<file path="src/rtl/spi_cfg_pkg.sv">
package spi_cfg_pkg;
  localparam int unsigned DW            = 8;
  localparam int unsigned AW            = 6;
  localparam int unsigned STATE_W       = 3;
  localparam int unsigned HDR_RW_BIT    = 7;
  localparam int unsigned HDR_BURST_BIT = 6;
  localparam logic [5:0]  CFG_LAST      = 6'h2E;
  localparam int unsigned CFG_NUM       = 47;
  localparam logic [5:0]  STAT_FIRST    = 6'h30;
  localparam logic [5:0]  STAT_LAST     = 6'h3D;
  localparam logic [5:0]  BUF_ADDR      = 6'h3F;
  localparam logic [7:0]  CFG_RST       = 8'h00;
  localparam logic [3:0]  AVAIL_MAX     = 4'hF;
  localparam int unsigned BUF_DEPTH     = 64;
  localparam int unsigned BUF_CW        = 7;
  localparam int unsigned HQ_DEPTH      = 16;
  localparam int unsigned HQ_CW         = 5;
  // Host register port
  localparam int unsigned RA_W          = 4;
  localparam int unsigned RD_W          = 16;
  localparam logic [3:0]  REG_CMD       = 4'h0;
  localparam logic [3:0]  REG_STAT      = 4'h1;
  localparam logic [3:0]  REG_TXD       = 4'h2;
  localparam logic [3:0]  REG_RXD       = 4'h3;
  localparam int unsigned CMD_HDR_LSB   = 0;
  localparam int unsigned CMD_LEN_LSB   = 8;
  localparam int unsigned STAT_RXC_LSB  = 0;
  localparam int unsigned STAT_TXC_LSB  = 5;
  localparam int unsigned STAT_BUSY_BIT = 10;
  // Host link timing
  localparam int unsigned CNT_W         = 4;
  localparam int unsigned CLK_NS        = 10;
  localparam int unsigned SCLK_HALF_NS  = 80;
  localparam int unsigned CS_GAP_NS     = 120;
  localparam logic [3:0]  SCLK_HALF_CYC =
    4'((SCLK_HALF_NS + CLK_NS - 1) / CLK_NS);
  localparam logic [3:0]  CS_GAP_CYC    =
    4'((CS_GAP_NS + CLK_NS - 1) / CLK_NS);
endpackage

</file>
<file path="src/rtl/spi_link_if.sv">
`timescale 1ns/10ps
interface spi_link_if;
  logic cs_n;
  logic sclk;
  logic mosi;
  logic miso;
  modport dev  (input cs_n, input sclk, input mosi, output miso);
  modport host (output cs_n, output sclk, output mosi, input miso);
endinterface

</file>
<file path="src/rtl/sync_fifo.sv">
`timescale 1ns/10ps
module sync_fifo #(
  parameter int unsigned W     = 8,
  parameter int unsigned DEPTH = 16,
  parameter int unsigned PW    = $clog2(DEPTH)
) (
  // Clock and reset
  input  wire logic          ref_clk_i,
  input  wire logic          rst_i,
  // Fill side
  input  wire logic          in_valid_i,
  output logic               in_ready_o,
  input  wire logic [W-1:0]  in_data_i,
  // Drain side
  output logic               out_valid_o,
  input  wire logic          out_ready_i,
  output logic [W-1:0]       out_data_o,
  output logic [PW:0]        count_o
);
  typedef struct packed {
    logic [DEPTH-1:0][W-1:0] mem;
    logic [PW-1:0]           wp;
    logic [PW-1:0]           rp;
    logic [PW:0]             cnt;
    logic                    rdy;
    logic                    vld;
  } fifo_s;

  fifo_s q;
  fifo_s d;
  logic  push;
  logic  pop;

  always_comb begin
    d = q;
    push = in_valid_i && (q.cnt != (PW+1)'(DEPTH));
    pop = out_ready_i && (q.cnt != '0);
    if (push) begin
      d.mem[q.wp] = in_data_i;
      d.wp = q.wp + 1'b1;
    end
    if (pop) begin
      d.rp = q.rp + 1'b1;
    end
    case ({push, pop})
      2'b10:   d.cnt = q.cnt + 1'b1;
      2'b01:   d.cnt = q.cnt - 1'b1;
      default: d.cnt = q.cnt;
    endcase
    // Flags kept in flops so the ports come from registers
    d.rdy = d.cnt != (PW+1)'(DEPTH);
    d.vld = d.cnt != '0;
  end

  always_ff @(posedge ref_clk_i or posedge rst_i) begin
    if (rst_i) begin
      q <= '0;
      q.rdy <= 1'b1;
    end else begin
      q <= d;
    end
  end

  assign in_ready_o  = q.rdy;
  assign out_valid_o = q.vld;
  assign out_data_o  = q.mem[q.rp];
  assign count_o     = q.cnt;
endmodule

</file>
<file path="src/rtl/radio_spi_dev.sv">
// The plain strobed port and the placing of the registers are this design's own decisions.
`timescale 1ns/10ps
module radio_spi_dev (
  // Clock and reset
  input  wire logic                           ref_clk_i,
  input  wire logic                           rst_i,
  // Serial link
  spi_link_if.dev                             link,
  // Radio core status
  input  wire logic                           xosc_run_i,
  input  wire logic [spi_cfg_pkg::STATE_W-1:0] main_state_i,
  // Configuration writes
  output logic                                cfg_wr_o,
  output logic [spi_cfg_pkg::AW-1:0]          cfg_addr_o,
  output logic [spi_cfg_pkg::DW-1:0]          cfg_data_o,
  // Command strobes
  output logic                                strobe_o,
  output logic [spi_cfg_pkg::AW-1:0]          strobe_addr_o,
  // Transmit buffer drain
  output logic [spi_cfg_pkg::DW-1:0]          tx_data_o,
  output logic                                tx_valid_o,
  input  wire logic                           tx_ready_i,
  // Receive buffer fill
  input  wire logic [spi_cfg_pkg::DW-1:0]     rx_data_i,
  input  wire logic                           rx_valid_i,
  output logic                                rx_ready_o
);
  import spi_cfg_pkg::*;

  typedef enum logic [3:0] {
    D_IDLE = 4'b0001,
    D_WAIT = 4'b0010,
    D_HDR  = 4'b0100,
    D_DATA = 4'b1000
  } dev_st_e;

  typedef struct packed {
    logic [2:0]                 cs_s;
    logic [2:0]                 sck_s;
    logic [2:0]                 si_s;
    logic                       cs_f;
    logic                       sck_f;
    logic                       si_f;
    dev_st_e                    st;
    logic [2:0]                 bit_n;
    logic [DW-1:0]              sh_in;
    logic [DW-1:0]              sh_out;
    logic                       rw;
    logic                       burst;
    logic                       single;
    logic [AW-1:0]              addr;
    logic                       so;
    logic [CFG_NUM-1:0][DW-1:0] cfg;
    logic                       cfg_wr;
    logic [AW-1:0]              cfg_addr;
    logic [DW-1:0]              cfg_data;
    logic                       strobe;
    logic [AW-1:0]              strobe_addr;
    logic                       tx_push;
    logic [DW-1:0]              tx_byte;
    logic                       rx_pop;
  } dev_s;

  dev_s              q;
  dev_s              d;
  logic [BUF_CW-1:0] tx_cnt;
  logic [BUF_CW-1:0] tx_free;
  logic [BUF_CW-1:0] rx_cnt;
  logic [DW-1:0]     rx_head;
  logic              rx_avail;

  assign tx_free = BUF_CW'(BUF_DEPTH) - tx_cnt;

  function automatic logic is_stat(input logic [AW-1:0] a);
    return (a >= STAT_FIRST) && (a <= STAT_LAST);
  endfunction

  function automatic logic [3:0] sat4(input logic [BUF_CW-1:0] c);
    return (c > BUF_CW'(AVAIL_MAX)) ? AVAIL_MAX : c[3:0];
  endfunction

  // Readable bytes for reads, free bytes for writes
  function automatic logic [3:0] avail4(input logic rd);
    return rd ? sat4(rx_cnt) : sat4(tx_free);
  endfunction

  function automatic logic [DW-1:0] stat_byte(input logic rd);
    return {1'b0, main_state_i, avail4(rd)};
  endfunction

  function automatic logic [DW-1:0] rd_val(input logic [AW-1:0] a);
    if (a == BUF_ADDR) begin
      return rx_avail ? rx_head : '0;
    end
    if (is_stat(a)) begin
      return {1'b0, rx_cnt};
    end
    if (a <= CFG_LAST) begin
      return q.cfg[a];
    end
    return '0;
  endfunction

  always_comb begin
    logic          cs_v;
    logic          sck_v;
    logic          si_v;
    logic          rise;
    logic          fall;
    logic          ld_rd;
    logic [DW-1:0] b;
    logic [AW-1:0] ra;
    logic [AW-1:0] na;
    d = q;
    d.cfg_wr = 1'b0;
    d.strobe = 1'b0;
    d.tx_push = 1'b0;
    d.rx_pop = 1'b0;
    d.cs_s = {q.cs_s[1:0], link.cs_n};
    d.sck_s = {q.sck_s[1:0], link.sclk};
    d.si_s = {q.si_s[1:0], link.mosi};
    cs_v = (q.cs_s[2] == q.cs_s[1]) ? q.cs_s[2] : q.cs_f;
    sck_v = (q.sck_s[2] == q.sck_s[1]) ? q.sck_s[2] : q.sck_f;
    si_v = (q.si_s[2] == q.si_s[1]) ? q.si_s[2] : q.si_f;
    d.cs_f = cs_v;
    d.sck_f = sck_v;
    d.si_f = si_v;
    rise = sck_v & ~q.sck_f;
    fall = ~sck_v & q.sck_f;
    b = {q.sh_in[DW-2:0], si_v};
    ld_rd = 1'b0;
    ra = q.addr;
    na = q.addr;
    case (q.st)
      D_IDLE: begin
        if (!cs_v) begin
          d.st = D_WAIT;
        end
      end
      D_WAIT: begin
        // Ready flag is the first status bit, low
        if (xosc_run_i) begin
          d.sh_out = stat_byte(1'b0);
          d.so = 1'b0;
          d.bit_n = 3'h0;
          d.st = D_HDR;
        end
      end
      D_HDR, D_DATA: begin
        if (fall) begin
          d.so = q.sh_out[3'h7 - q.bit_n];
        end
        if (rise) begin
          d.sh_in = b;
          d.bit_n = q.bit_n + 3'h1;
          // Direction now known: fix the count field
          if (q.st == D_HDR && q.bit_n == 3'h0) begin
            d.sh_out = {q.sh_out[DW-1:4], avail4(si_v)};
          end
        end
        if (rise && q.bit_n == 3'h7) begin
          if (q.st == D_HDR) begin
            d.rw = b[HDR_RW_BIT];
            d.burst = b[HDR_BURST_BIT];
            d.addr = b[AW-1:0];
            if (is_stat(b[AW-1:0]) && !b[HDR_BURST_BIT]) begin
              d.strobe = 1'b1;
              d.strobe_addr = b[AW-1:0];
              d.sh_out = stat_byte(b[HDR_RW_BIT]);
            end else begin
              d.st = D_DATA;
              d.single = is_stat(b[AW-1:0]);
              if (b[HDR_RW_BIT]) begin
                ld_rd = 1'b1;
                ra = b[AW-1:0];
              end else begin
                d.sh_out = stat_byte(1'b0);
              end
            end
          end else begin
            if (!q.rw) begin
              if (q.addr == BUF_ADDR) begin
                d.tx_push = 1'b1;
                d.tx_byte = b;
              end else if (q.addr <= CFG_LAST) begin
                d.cfg[q.addr] = b;
                d.cfg_wr = 1'b1;
                d.cfg_addr = q.addr;
                d.cfg_data = b;
              end
            end
            // Buffer address stays put during a burst
            na = (q.addr == BUF_ADDR) ? q.addr : q.addr + 6'h01;
            d.addr = na;
            if (!q.burst || q.single) begin
              d.st = D_HDR;
              d.sh_out = stat_byte(q.rw);
            end else if (q.rw) begin
              ld_rd = 1'b1;
              ra = na;
            end else begin
              d.sh_out = stat_byte(1'b0);
            end
          end
        end
      end
      default: begin
        d.st = D_IDLE;
      end
    endcase
    if (ld_rd) begin
      d.sh_out = rd_val(ra);
      d.rx_pop = (ra == BUF_ADDR) && rx_avail;
    end
    // Partial bytes are dropped, nothing is committed
    if (cs_v) begin
      d.st = D_IDLE;
      d.so = 1'b1;
    end
  end

  always_ff @(posedge ref_clk_i or posedge rst_i) begin
    if (rst_i) begin
      q <= '0;
      q.cs_s <= 3'h7;
      q.cs_f <= 1'b1;
      q.st <= D_IDLE;
      q.so <= 1'b1;
      q.cfg <= {CFG_NUM{CFG_RST}};
    end else begin
      q <= d;
    end
  end

  sync_fifo #(
    .W     (DW),
    .DEPTH (BUF_DEPTH)
  ) tx_buf (
    .ref_clk_i   (ref_clk_i),
    .rst_i       (rst_i),
    .in_valid_i  (q.tx_push),
    .in_ready_o  (),
    .in_data_i   (q.tx_byte),
    .out_valid_o (tx_valid_o),
    .out_ready_i (tx_ready_i),
    .out_data_o  (tx_data_o),
    .count_o     (tx_cnt)
  );

  sync_fifo #(
    .W     (DW),
    .DEPTH (BUF_DEPTH)
  ) rx_buf (
    .ref_clk_i   (ref_clk_i),
    .rst_i       (rst_i),
    .in_valid_i  (rx_valid_i),
    .in_ready_o  (rx_ready_o),
    .in_data_i   (rx_data_i),
    .out_valid_o (rx_avail),
    .out_ready_i (q.rx_pop),
    .out_data_o  (rx_head),
    .count_o     (rx_cnt)
  );

  assign link.miso     = q.so;
  assign cfg_wr_o      = q.cfg_wr;
  assign cfg_addr_o    = q.cfg_addr;
  assign cfg_data_o    = q.cfg_data;
  assign strobe_o      = q.strobe;
  assign strobe_addr_o = q.strobe_addr;
endmodule

</file>
<file path="src/flat_wrapper.sv">
// flat-port wrapper written by rule: the top's interface ports become plain ports
module radio_spi_dev_flat import spi_cfg_pkg::*;
  (ref_clk_i, rst_i, xosc_run_i, main_state_i, cfg_wr_o, cfg_addr_o, cfg_data_o, strobe_o, strobe_addr_o, tx_data_o, tx_valid_o, tx_ready_i, rx_data_i, rx_valid_i, rx_ready_o, link_cs_n, link_sclk, link_mosi, link_miso);
  spi_link_if link_i ();
  input  wire logic ref_clk_i;
  input  wire logic rst_i;
  input  wire logic xosc_run_i;
  input  wire logic [spi_cfg_pkg::STATE_W-1:0] main_state_i;
  output logic cfg_wr_o;
  output logic [spi_cfg_pkg::AW-1:0] cfg_addr_o;
  output logic [spi_cfg_pkg::DW-1:0] cfg_data_o;
  output logic strobe_o;
  output logic [spi_cfg_pkg::AW-1:0] strobe_addr_o;
  output logic [spi_cfg_pkg::DW-1:0] tx_data_o;
  output logic tx_valid_o;
  input  wire logic tx_ready_i;
  input  wire logic [spi_cfg_pkg::DW-1:0] rx_data_i;
  input  wire logic rx_valid_i;
  output logic rx_ready_o;
  input wire logic [$bits(link_i.cs_n)-1:0] link_cs_n;
  input wire logic [$bits(link_i.sclk)-1:0] link_sclk;
  input wire logic [$bits(link_i.mosi)-1:0] link_mosi;
  output wire logic [$bits(link_i.miso)-1:0] link_miso;
  assign link_i.cs_n = link_cs_n;
  assign link_i.sclk = link_sclk;
  assign link_i.mosi = link_mosi;
  assign link_miso = link_i.miso;
  radio_spi_dev u_core (.ref_clk_i(ref_clk_i), .rst_i(rst_i), .link(link_i), .xosc_run_i(xosc_run_i), .main_state_i(main_state_i), .cfg_wr_o(cfg_wr_o), .cfg_addr_o(cfg_addr_o), .cfg_data_o(cfg_data_o), .strobe_o(strobe_o), .strobe_addr_o(strobe_addr_o), .tx_data_o(tx_data_o), .tx_valid_o(tx_valid_o), .tx_ready_i(tx_ready_i), .rx_data_i(rx_data_i), .rx_valid_i(rx_valid_i), .rx_ready_o(rx_ready_o));
endmodule
</file>
<file path="config.mk">
export PLATFORM = sky130hd
export DESIGN_NAME = radio_spi_dev_flat
export DESIGN_NICKNAME = d
export VERILOG_FILES = /design/src/rtl/spi_cfg_pkg.sv /design/src/rtl/spi_link_if.sv /design/src/rtl/sync_fifo.sv /design/src/rtl/radio_spi_dev.sv /design/src/flat_wrapper.sv
export SDC_FILE = /design/constraint.sdc
export NUM_CORES = 2
export LEC_CHECK = 0
export BUFFER_PORTS_ARGS = -buffer_cell sky130_fd_sc_hd__buf_2
export CAP_MARGIN = 20
export CORE_ASPECT_RATIO = 1.25
export CORE_MARGIN = 8
export CORE_UTILIZATION = 50
export DETAILED_ROUTE_END_ITERATION = 12
export MAX_ROUTING_LAYER = met4
export PLACE_DENSITY = 0.65
export SLEW_MARGIN = 20
export SYNTH_ARGS = -nofsm -noshare
export SYNTH_HDL_FRONTEND = slang
export SYNTH_SLANG_ARGS = --single-unit
</file>
<file path="constraint.sdc">
create_clock -name ref_clk_i -period 54.4 [get_ports ref_clk_i]
set_clock_uncertainty 0.2 [all_clocks]
set_input_delay 13.6 -clock ref_clk_i [delete_from_list [all_inputs] [get_ports ref_clk_i]]
set_output_delay 13.6 -clock ref_clk_i [all_outputs]
set_load 0.05 [all_outputs]
</file>
Word-level counts from Yosys, hierarchy flattened

Cells that the tools add are included.

Word-level logic and storage cells: 402
Input port bits: 19
Output and inout port bits: 33
Bits in registers: 1518

Reduce and logical (&&, ||, !) cells: 36
Add/subtract/negate cells: 12
Bitwise gates (word level): 8
Mux-type cells: 96
$lt $le $gt $ge: 18
Eq/ne operators: 25

Operator list:

| operator              | count |
|---|---|
| $bwmux W512           | 2 |
| $bwmux W376           | 1 |
| $mux W8               | 20 |
| $bmux W8 S6           | 3 |
| $demux W8 S6          | 3 |
| $mux W31              | 2 |
| $mux W15              | 4 |
| $mux W6               | 9 |
| $mux W4               | 11 |
| $lt A6 B7 Y1 const B  | 6 |
| $add A6 B1 Y6 const B | 5 |
| $pmux W7 S2           | 2 |
| $reduce_bool A7 Y1    | 4 |
| $mux W9               | 3 |
| $mux W1               | 25 |
| $le A6 B6 Y1 const B  | 4 |
| $mux W7               | 3 |
| $ne A7 B7 Y1 const B  | 3 |
| $mux W19              | 1 |
| $ge A6 B1 Y1 const B  | 3 |
| $mux W17              | 1 |
| $pmux W8 S2           | 1 |
| $add A7 B1 Y7 const B | 2 |
| $gt A7 B4 Y1 const B  | 2 |
| 40 further kinds      | 75 |

Longest topological paths before layout

Depth in word-level cells: 21
Depth in mapped cells: 21
Mapped depth without buffers: 20

Modules after synthesis

A second synthesis with hierarchy kept.

Cell total of the unflattened synthesis: 5464
Area total of the unflattened synthesis: 71509.8 um^2

By module, submodules not included:

| module                    | cells each | times used | area each (um^2) | seq. area each (um^2) |
|---|---|---|---|---|
| sync_fifo (u_core.rx_buf) | 1702       | 1          | 24963.9          | 13339.0 |
| sync_fifo (u_core.tx_buf) | 1697       | 1          | 24641.1          | 13339.0 |
| radio_spi_dev             | 2065       | 1          | 21904.8          | 11318.4 |

Worst setup path before layout

OpenSTA, ideal clock, no wires.

Path type: register -> output
From: register u_core.tx_buf.q[9] (netlist bit)
To: output tx_data_o[0] (netlist bit)
Data required time: 40600 ps
Data arrival time: 2919 ps
Buffers on the path: 3
Stages on the path, launching flop included: 7
Slack: 37681 ps
Path through: dfrtp_1 -> clkbuf_1 -> clkbuf_1 -> buf_1 -> mux4_2 -> mux4_2 -> mux4_2

Longest elaborated chain between the ends: 2

RTL lines:

| item                          | line               | text |
|---|---|---|
| start: declaration            | sync_fifo.sv:29    | `fifo_s q;` |
| $bmux W8 S6                   | sync_fifo.sv:66    | `assign out_data_o = q.mem[q.rp];` |
| $mux W8 (implied by the code) | sync_fifo.sv:66    |  |
| end: declaration              | flat_wrapper.sv:14 | `output logic [spi_cfg_pkg::DW-1:0] tx_data_o;` |

No other way between the ends. The select of a mux whose other input is x is not followed.

Worst setup path in the final report

From: register u_core.tx_buf.q[9] (netlist bit)
To: output tx_data_o[4] (netlist bit)

The elaborated chain is that of the path after synthesis.

==> flow_metrics.tcl <==
set metrics [dict create \
    status "finished clean" \
    rsz0062_at_grt "false" \
    post-route-period-util 0.353 \
    synth_seq_area_share 0.536 \
    required_ns 40.60 \
    worst_pin_slew_ns 1.15 \
    cts_max_level 4 \
    rows 154 \
    powerDensity_nw_per_um2 37.1 \
    core_um2 141000 \
    drtIter0Drc 3466 \
    ir_drop_uv 28.6 \
    clock_sinks 1517 \
    synth_edf_count 0 \
    final_common_cell "dfrtp_1" \
    multi_input_area_um2 31100 \
    ctsResizeCount 0 \
    regToRegStartpoint "u_core.q[434]" \
    fp.dieW_um 353 \
    syn2layout_area_growth_pct 9.81 \
    grt_usage 0.234 \
    hp-start "u_core.d[445]" \
    final_layout_size_suffix_gt1_frac 0.422 \
    yosys_warnings 0 \
    die_h_um 437 \
    first_pass_iters 8 \
    syn_area_per_cell_um2 14.0 \
    cts_buffer_depth 3 \
    synth-seq-cells 1517 \
    postCtsSetupRepairBufs 0 \
    final_design_area_no_fill_um2 77800 \
    cts_made_buffers 155 \
    maxClockFrequency_mhz 52.1 \
    path_class "flip-flop to output port" \
    ys_types 88 \
    holdPathStages 0 \
    ant_nets 0 \
    vias_per_cell 6.06 \
    max_cap_violations 0 \
    vias 42200 \
    p_leak_nw 36.1 \
    placed_area_um2 72300 \
    fin_nets 5007 \
    finalWeightedCongestion 0.929 \
    dp_slack_ns 35.82 \
    hold_end "u_core.d[446]" \
    grt_max_degree 178 \
    die_area_um2 154000 \
    worst_setup_path_start_kind "flip-flop" \
    syn_area_um2 70800 \
    critPathArrivalTime_ns 5.39 \
    setup_violations 0 \
    insertion_delay_ns 0.78 \
    slew_violations 0 \
    clk_pin_slew_ns 0.06 \
    hold_path.class "flip-flop to flip-flop" \
    timing.final.crit_period_ns 19.19 \
    synth_cells 5074 \
    postCtsHoldBufs 0 \
    ys.flop_type "dfrtp_1" \
    cp-end-kind "output port" \
    grt_antenna_before_repair 5 \
    fillers 11500 \
    hold_viol 0 \
    final.setup.tns_ns 0 \
    crit_fanout 48 \
    ff2ff_path_depth 13 \
    io_buffers 51 \
    start_util 0.503 \
    wl_per_cell_um 25.1 \
    r2r_end "u_core.q[419]" \
    hold_slack_ns 0.150 \
    dp_hpwl_mm 108 \
    final_cell_mix "dfrtp_1, mux2_2, nand2_1" \
    rrSetupSlack_ns 48.80 \
    grt_pass1_wl_mm 275 \
    ys_async_sr_fraction 1.00 \
    synth.net_count 5116 \
    layout_setup_ws_ns 35.21 \
    cts_root_buffer "clkbuf_16" \
    grt_pass1_vias 43800 \
    io_pins 52 \
    slew_headroom 0.229 \
    grt_overflow_total 0 \
    cts_tree "built" \
    drc 0 \
    totalWireLength_mm 175 \
    seqCellArea_um2 38000 \
]
## worst max-delay path: stages (launching register included)
cell and delay [ns]:
dfrtp_4 0.95, buf_4 0.83, buf_4 0.86, mux4_2 0.59, mux4_2 0.53, mux4_2 0.55
buf_2 0.24
## worst max-delay path by stage
stage | from | end | slack [ns]
after detailed placement | u_core.tx_buf.q[9] | tx_data_o[4] | 35.82
final | u_core.tx_buf.q[9] | tx_data_o[4] | 35.21
after global placement | u_core.tx_buf.q[9] | tx_data_o[4] | 35.87
after CTS | u_core.tx_buf.q[9] | tx_data_o[4] | 34.97
after global routing | u_core.tx_buf.q[9] | tx_data_o[4] | 34.76
after floorplan | rst_i | u_core.cfg_addr_o[0] | 19.60
## logic make-up after synthesis
| logic type | share of synthesized area |
|---|---|
| AOI/OAI and AO/OA | 0.0278 |
| xor gates and xnor gates | 0.00433 |
| adders and majority gates | 0.00456 |
| buffers and inverters | 0.0268 |
| DFF | 0.536 |
| muxes | 0.339 |
| and+or+nand+nor | 0.0614 |
## routing by layer
layer,share of wire,vias to the layer above,GRT usage
li1,-,18300,-
met1,0.43,22500,0.311
met2,0.49,1033,0.370
met3,0.046,356,0.0349
met4,0.038,0,0.0857
met5,0,-,-
## stage by stage
stage,total power [mW],instances,util
floorplan,1.68,5074,-
global placement,1.78,6674,0.513
detailed placement,1.80,6677,0.514
CTS,2.91,6955,0.551
global route,3.01,6960,0.552
finish,2.88,6960,0.552
## final cells by class
cell class	instances	share of cell area
Antenna cell	2	0.0000644
Clock buffer	231	0.0605
Clock inverter	47	0.00784
Inverter	23	0.00116
Multi-Input combinational cell	3140	0.399
Sequential cell	1517	0.489
Tap cell	1872	0.0301
Timing Repair Buffer	128	0.0119
## report_power, final
part | switching, mW | internal (mW) | leakage, nW
registers | 0.104 | 1.26 | 20.8
logic | 0.190 | 0.225 | 12.7
clock network | 0.449 | 0.659 | 2.64
total | 0.743 | 2.14 | 36.1
## registers in the layout (all words and copies together), names as in the netlist, 7 cells and up
name,cells
u_core.q,423
u_core.cfg_data_o,8
u_core.tx_buf.count_o,7
u_core.tx_buf.q,524
u_core.rx_buf.q,524
u_core.rx_buf.count_o,7
## cells in the mapped netlist (8+ instances only)
master	instances	area [um^2]
nand2_1	507	1900
xnor2_1	26	228
dfrtp_1	1510	37800
o211ai_1	11	82.6
inv_1	20	75.1
o22ai_1	8	50.1
or2_2	8	50.1
nand3_1	133	666
a22oi_1	10	75.1
nand3b_1	12	90.1
a21o_1	10	75.1
clkbuf_1	249	935
buf_2	49	245
a31oi_1	20	125
a211oi_1	9	67.6
ha_1	21	263
buf_4	33	248
a21oi_1	86	430
and3_1	16	100
mux4_2	314	7070
buf_1	48	180
buf_6	10	113
or3_1	12	75.1
o21ai_0	95	475
nor3_1	23	115
mux2i_1	69	691
nand4_1	20	125
and2_1	15	93.8
mux4_1	22	578
xor2_1	9	78.8
nand2b_1	11	68.8
nor2_1	161	604
mux2_2	1386	15600
(Power assumes the default switching activity.)
